[src/core/hdc_regs.vh]
// Register offsets, field positions, reset values and timing counts
`ifndef HDC_REGS_VH
`define HDC_REGS_VH
// ======================================================================
// Register map
`define HDC_ADDR_W 8
`define HDC_DRIVE_CTRL_ADDR 8'h1b
`define HDC_FEEDBACK_CTRL_ADDR 8'h1a
// ======================================================================
// Field positions
`define HDC_BOOST_BIT 7
`define HDC_CM_DRIVE_BIT 5
`define HDC_DT_MSB 4
`define HDC_DT_LSB 0
`define HDC_TYPE_BIT 7
// ======================================================================
// Reset values and write mask
`define HDC_DRIVE_CTRL_RST 8'h93
`define HDC_DRIVE_CTRL_MASK 8'hbf
`define HDC_TYPE_RST 1'b0
// ======================================================================
// Timing, in microseconds and in clock cycles, and clock rate
`define HDC_CLK_MHZ 125
`define HDC_LRA_STEP_US 100
`define HDC_LRA_BASE_US 500
`define HDC_ERM_STEP_US 200
`define HDC_ERM_BASE_US 1000
`define HDC_ADJ_LIMIT_US 3100
`define HDC_ADJ_STEP_CYC 24'h00000c
`define HDC_ADJ_MIN_CYC 24'h000001
`endif

[src/core/hdc_period_timer.v]
// Period timer that pulses once per programmed interval
module hdc_period_timer (
  // Clock and reset
  input wire clk_sys,
  input wire nrst,
  // Interval in cycles
  input wire [23:0] period_cycles,
  // Tick out
  output reg tick
);
  reg [23:0] count;

  always @(posedge clk_sys or negedge nrst) begin
    if (!nrst) begin
      count <= 24'h000000;
      tick <= 1'b0;
    end else if (count + 24'h000001 >= period_cycles) begin
      count <= 24'h000000;
      tick <= 1'b1;
    end else begin
      count <= count + 24'h000001;
      tick <= 1'b0;
    end
  end
endmodule // hdc_period_timer

[src/core/hdc_drive_control.v]
// Actuator drive control register and the timing it steers
`include "hdc_regs.vh"
module hdc_drive_control (
  // Clock and reset
  input wire clk_sys,
  input wire nrst,
  // Register port
  input wire [7:0] reg_addr,
  input wire [7:0] reg_wdata,
  input wire reg_wr,
  input wire reg_rd,
  output reg [7:0] reg_rdata,
  // Engine status
  input wire overdrive_phase,
  input wire resonance_early,
  input wire resonance_late,
  // Drive outputs
  output reg input_trigger_pin_bias_en,
  output reg high_loop_gain,
  output reg actuator_type_select,
  output reg [23:0] drive_half_period,
  output reg [23:0] bemf_sample_period,
  output reg bemf_sample_tick
);
  // ====================================================================
  // Time conversion
  function [23:0] us_to_cycles;
    input [31:0] us;
    reg [31:0] product;
    begin
      product = us * `HDC_CLK_MHZ;
      us_to_cycles = product[23:0];
    end
  endfunction

  function [23:0] field_cycles;
    input [4:0] field;
    input [31:0] step_us;
    input [31:0] base_us;
    begin
      field_cycles = us_to_cycles({27'h0, field} * step_us + base_us);
    end
  endfunction

  // ====================================================================
  // Address decode and read mux
  function addr_is_ctrl;
    input [7:0] addr;
    begin
      addr_is_ctrl = (addr == `HDC_DRIVE_CTRL_ADDR);
    end
  endfunction

  function addr_is_type;
    input [7:0] addr;
    begin
      addr_is_type = (addr == `HDC_FEEDBACK_CTRL_ADDR);
    end
  endfunction

  function [7:0] read_value;
    input [7:0] addr;
    input [7:0] ctrl;
    input sel;
    begin
      if (addr_is_ctrl(addr)) begin
        read_value = ctrl;
      end else if (addr_is_type(addr)) begin
        read_value = {sel, 7'h00};
      end else begin
        read_value = 8'h00;
      end
    end
  endfunction

  localparam [23:0] ADJ_STEP = `HDC_ADJ_STEP_CYC;
  localparam [23:0] ADJ_MIN = `HDC_ADJ_MIN_CYC;

  // ====================================================================
  // Registers
  reg [7:0] drive_ctrl;
  reg type_sel;
  reg [4:0] last_field;
  reg last_type;
  wire [4:0] drive_time_field = drive_ctrl[`HDC_DT_MSB:`HDC_DT_LSB];
  wire [23:0] lra_seed;
  wire [23:0] erm_period;
  wire [23:0] adj_max;
  wire sample_tick;
  reg [23:0] next_half;
  reg [7:0] next_drive_ctrl;
  reg next_type_sel;
  reg [7:0] next_rdata;

  assign lra_seed = field_cycles(drive_time_field, `HDC_LRA_STEP_US,
    `HDC_LRA_BASE_US);
  assign erm_period = field_cycles(drive_time_field, `HDC_ERM_STEP_US,
    `HDC_ERM_BASE_US);
  assign adj_max = us_to_cycles(`HDC_ADJ_LIMIT_US);

  // ====================================================================
  // Register write path
  always @* begin
    next_drive_ctrl = drive_ctrl;
    next_type_sel = type_sel;
    if (reg_wr && addr_is_ctrl(reg_addr)) begin
      next_drive_ctrl = reg_wdata & `HDC_DRIVE_CTRL_MASK;
    end
    if (reg_wr && addr_is_type(reg_addr)) begin
      next_type_sel = reg_wdata[`HDC_TYPE_BIT];
    end
  end

  always @(posedge clk_sys or negedge nrst) begin
    if (!nrst) begin
      drive_ctrl <= `HDC_DRIVE_CTRL_RST;
      type_sel <= `HDC_TYPE_RST;
    end else begin
      drive_ctrl <= next_drive_ctrl;
      type_sel <= next_type_sel;
    end
  end

  // ====================================================================
  // Register read path
  always @* begin
    next_rdata = reg_rdata;
    if (reg_rd) begin
      next_rdata = read_value(reg_addr, drive_ctrl, type_sel);
    end
  end

  always @(posedge clk_sys or negedge nrst) begin
    if (!nrst) begin
      reg_rdata <= 8'h00;
    end else begin
      reg_rdata <= next_rdata;
    end
  end

  // ====================================================================
  // Resonant drive time tracking
  always @* begin
    next_half = drive_half_period;
    if (drive_time_field != last_field || type_sel != last_type) begin
      next_half = lra_seed;
    end else if (type_sel && resonance_early && drive_half_period > ADJ_STEP + ADJ_MIN) begin
      next_half = drive_half_period - ADJ_STEP;
    end else if (type_sel && resonance_late && drive_half_period < adj_max) begin
      next_half = drive_half_period + ADJ_STEP;
    end
  end

  always @(posedge clk_sys or negedge nrst) begin
    if (!nrst) begin
      drive_half_period <= 24'h000000;
      last_field <= 5'h1f;
      last_type <= 1'b1;
    end else begin
      drive_half_period <= next_half;
      last_field <= drive_time_field;
      last_type <= type_sel;
    end
  end

  // ====================================================================
  // Input pin bias
  always @(posedge clk_sys or negedge nrst) begin
    if (!nrst) begin
      input_trigger_pin_bias_en <= 1'b0;
    end else begin
      input_trigger_pin_bias_en <= drive_ctrl[`HDC_CM_DRIVE_BIT];
    end
  end

  // ====================================================================
  // Overdrive loop gain
  always @(posedge clk_sys or negedge nrst) begin
    if (!nrst) begin
      high_loop_gain <= 1'b0;
    end else begin
      high_loop_gain <= drive_ctrl[`HDC_BOOST_BIT] & overdrive_phase;
    end
  end

  // ====================================================================
  // Actuator type
  always @(posedge clk_sys or negedge nrst) begin
    if (!nrst) begin
      actuator_type_select <= 1'b0;
    end else begin
      actuator_type_select <= type_sel;
    end
  end

  // ====================================================================
  // Back-EMF sampling period and tick
  always @(posedge clk_sys or negedge nrst) begin
    if (!nrst) begin
      bemf_sample_period <= 24'h000000;
      bemf_sample_tick <= 1'b0;
    end else begin
      bemf_sample_period <= erm_period;
      bemf_sample_tick <= sample_tick & ~type_sel;
    end
  end

  // ====================================================================
  // Back-EMF sampling timer
  hdc_period_timer u_timer (
    .clk_sys(clk_sys),
    .nrst(nrst),
    .period_cycles(erm_period),
    .tick(sample_tick)
  );
endmodule // hdc_drive_control

[config.mk]
export PLATFORM = sky130hd
export DESIGN_NAME = hdc_drive_control
export DESIGN_NICKNAME = d
export VERILOG_FILES = /design/src/core/hdc_period_timer.v /design/src/core/hdc_drive_control.v
export VERILOG_INCLUDE_DIRS = /design/src /design/src/core
export SDC_FILE = /design/constraint.sdc
export NUM_CORES = 1
export LEC_CHECK = 0
export BUFFER_PORTS_ARGS = -buffer_cell sky130_fd_sc_hd__buf_4
export CORE_MARGIN = 2
export CORE_UTILIZATION = 30
export DETAILED_ROUTE_END_ITERATION = 10
export HOLD_SLACK_MARGIN = 0.02
export PLACE_DENSITY = 0.56
export SYNTH_ARGS = -nofsm -noshare
export SYNTH_HDL_FRONTEND = slang
export SYNTH_SLANG_ARGS = --single-unit
[constraint.sdc]
create_clock -name clk_sys -period 18.6 [get_ports clk_sys]
set_input_delay 0.93 -clock clk_sys [delete_from_list [all_inputs] [get_ports clk_sys]]
set_output_delay 0.93 -clock clk_sys [all_outputs]
set_load 0.01 [all_outputs]
==> key figures <==
Die
  • Vert. Die Dim: between 150 and 200 um
  • Die X: 162 um
  • Die area: 26,300 um^2
  • I/O pins: between 80 and 90
  • Core area: 24,400 um^2
  • # rows: 57
  • Initial core utilization: a little over 30%

Clock tree
  • Post-cts resize count: 0
  • Hold_buf cts: 0
  • Bufs on Longest Clock Path: 2
  • Worst-path clk slew: about 0.060 ns
  • CTS buffer count: 9
  • H-tree levels: 3
  • Clock root buffer: clkbuf_16
  • CTS tree: yes
  • Worst-skew pair later-pin latency: ~0.35 ns
  • # clock sinks: 90
  • # Post-CTS Setup Buffers: 0

Cells and area
  • Share of layout cells above drive strength 1: between 10% and 20%
  • Ant diodes: 0
  • # nets final: ~1.0k
  • Commonest non-fill, non-tap cells in the layout: ha_1 (100), inv_1 (88), dfrtp_1 (80)
  • Syn-to-layout area delta: 16.0%
  • Most common cell after layout, fill and taps aside: ha_1

Setup path
  • Critical path data arrival time: roughly 9.1 ns
  • Critical Path RT: roughly 19 ns
  • CP Class: reg -> reg
  • Highest fanout seen on the critical path: 18
  • CP startpoint: drive_ctrl[0]$_DFFE_PN1P_
  • R2r worst-path depth: 34
  • Slowest cell delay on critical path: around 0.73 ns
  • Most common cell on crit path: ha_1
  • Slowest CP cell: dfstp_2
  • R2R Path Start: drive_ctrl[0]$_DFFE_PN1P_
  • Crit end category: flop
  • R2R Setup Slk: 9.77 ns
  • CP Launch Type: flop
  • RR Endpoint: u_timer.count[13]$_DFF_PN0_

Timing
  • Tcrit/Tclk final: between 40% and 50%
  • Slew Viols, Final: 0
  • Worst slew pin tran: roughly 0.8 ns
  • Hold Vio Cnt, Final: 0
  • Slew headroom: between 40 and 50%
  • Max frequency: 113 MHz
  • Fin crit period: a little under 9 ns
  • Setup violators final: 0
  • RSZ-0062 raised after global routing: no
  • Setup TNS: 0 ns
  • Setup Skew: 0.0110 ns

GRT
  • Pin count of the biggest net entering global routing: 63
  • GRT Resource Usage Total: approximately 13%
  • Gr ovfl total: 0
  • Initial antenna violation count: 1
  • Vias in the first global route: 5,449
  • First-pass GRT wire length: ~28 mm

Worst hold path
  • Hold crit path type: reg -> reg
  • Hold depth: 0
  • Hold path endpoint: input_trigger_pin_bias_en$_DFF_PN0_
  • Worst hold start: drive_ctrl[5]$_DFFE_PN0P_

Synthesis
  • Netlist cell types: 64
  • Number of flops mapped to enable cells by yosys: 0
  • Syn Inst Count: about 780
  • Synthesized area: approximately 7500 um^2
  • YS warnings: 0
  • Main flop type after synthesis: dfrtp_1
  • Mean Syn Cell Area: between 9 and 10 um^2
  • Asr flop ratio synth: 100%
  • Sequential share of the synthesized area: approximately 30%
  • Yosys reg bits: 90

Drt
  • DRT antenna net count: 0
  • DR vias: around 5.6k
  • Wire per inst: ~14 um
  • Drt total wl: 16.8 mm
  • DRT iter0 DRCs: 213
  • Vias/cell: 4.71
  • First-pass detailed-route iteration total: 4
  • Drc violations: 0

Placement
  • Placer Congestion: around 0.84
  • DP HPWL: around 13 mm
  • Input/output buffers: roughly 70

Run status
  • Status: finished, final reports clean

Job
  • Max Cap Viol: 0
worst max-delay path: cells and delay by family, from the launching register on:
family / cells / cell delay, ns
adder cells (fa/ha/maj): 10 / 3.86
AND/OR/NAND/NOR: 7 / 0.62
XOR/XNOR: 2 / 0.69
AO/OA/AOI/OAI: 9 / 1.91
buffers and inverters: 6 / 0.95
flip-flops: 1 / 0.73
cell type report:
type                    instances  area (um^2)
flip-flops and latches         90         2260
clock buffers                  10          239
well taps                     324          405
fillers                      2538        15700
multi-input cells             588         4800
inverters                      89          337
repair buffers                 76          571
clock inverters                 6         80.1
routing by layer:
metal	share of wire [%]	up-vias	global-route usage [%]
li1	-	2816	-
met2	45	104	21.2
met1	48	2640	18.4
met4	1.4	0	3.82
met3	5.7	16	3.01
met5	0	-	0
sequential cells by signal, indices dropped and copies added, names as in the netlist:
signal,count
input_trigger_pin_bias_en,1
u_timer.count,24
drive_half_period,22
last_field,5
drive_ctrl,7
high_loop_gain,1
actuator_type_select,1
reg_rdata,7
bemf_sample_period,18
last_type,1
u_timer.tick,1
type_sel,1
bemf_sample_tick,1
per-stage QoR:
step                      instances  hold WS [ns]  setup slack [ns]  cell area (um^2)  utilization (%)
after global placement         1167         0.381              9.65              8370             34.3
after global routing           1183         0.424              8.98              8690             35.6
after floorplan                 789         0.369             10.89              7540                -
final                          1183         0.400              9.77              8690             35.6
after CTS                      1183         0.404              9.55              8690             35.6
after detailed placement       1167         0.390              9.58              8370             34.3
worst max-delay path by stage:
stage | end | slack, ns | cells past startpoint
after global placement | u_timer.count[11]$_DFF_PN0_ | 9.65 | 31
after detailed placement | u_timer.count[5]$_DFF_PN0_ | 9.58 | 31
after floorplan | u_timer.count[10]$_DFF_PN0_ | 10.89 | 35
after CTS | u_timer.count[13]$_DFF_PN0_ | 9.55 | 31
final | u_timer.count[13]$_DFF_PN0_ | 9.77 | 34
after global routing | u_timer.count[5]$_DFF_PN0_ | 8.98 | 34
cell families after synthesis:
group	count (synthesis)	share of synthesized area [%]
mux	18	2.57
simple gates	194	13.4
buf+inv	111	6.34
other cells	1	0.0500
compound gates	158	13.9
fa+ha+maj	130	24.7
flops	90	30.2
xor+xnor	76	8.88
cell usage after synthesis, drive strengths merged, types with 3 or more instances:
cell,number,area [um^2]
xnor2,49,429
ha,100,1250
nand4,9,56.3
mux2,10,113
dfrtp,80,2000
fa,30,601
and2,5,31.3
nand3,20,100
nand2,46,173
mux2i,8,80.1
nor2b,23,144
buf,16,116
or3,3,20.0
o21a,5,37.5
nor2,40,153
nor3,15,75.1
nor4,4,31.3
o211ai,6,45.0
a21oi,47,235
clkbuf,6,22.5
a31oi,4,25.0
and4,7,61.3
and3,7,43.8
inv,89,337
a211oi,10,85.1
o21bai,6,45.0
a21o,23,173
o21ai,34,170
a21boi,5,37.5
dfstp,10,263
or2,5,31.3
xor2,27,236
a2111oi,3,26.3
Power is not shown: default switching activity piles up to over one toggle a cycle in this logic, so the estimate is an artifact.
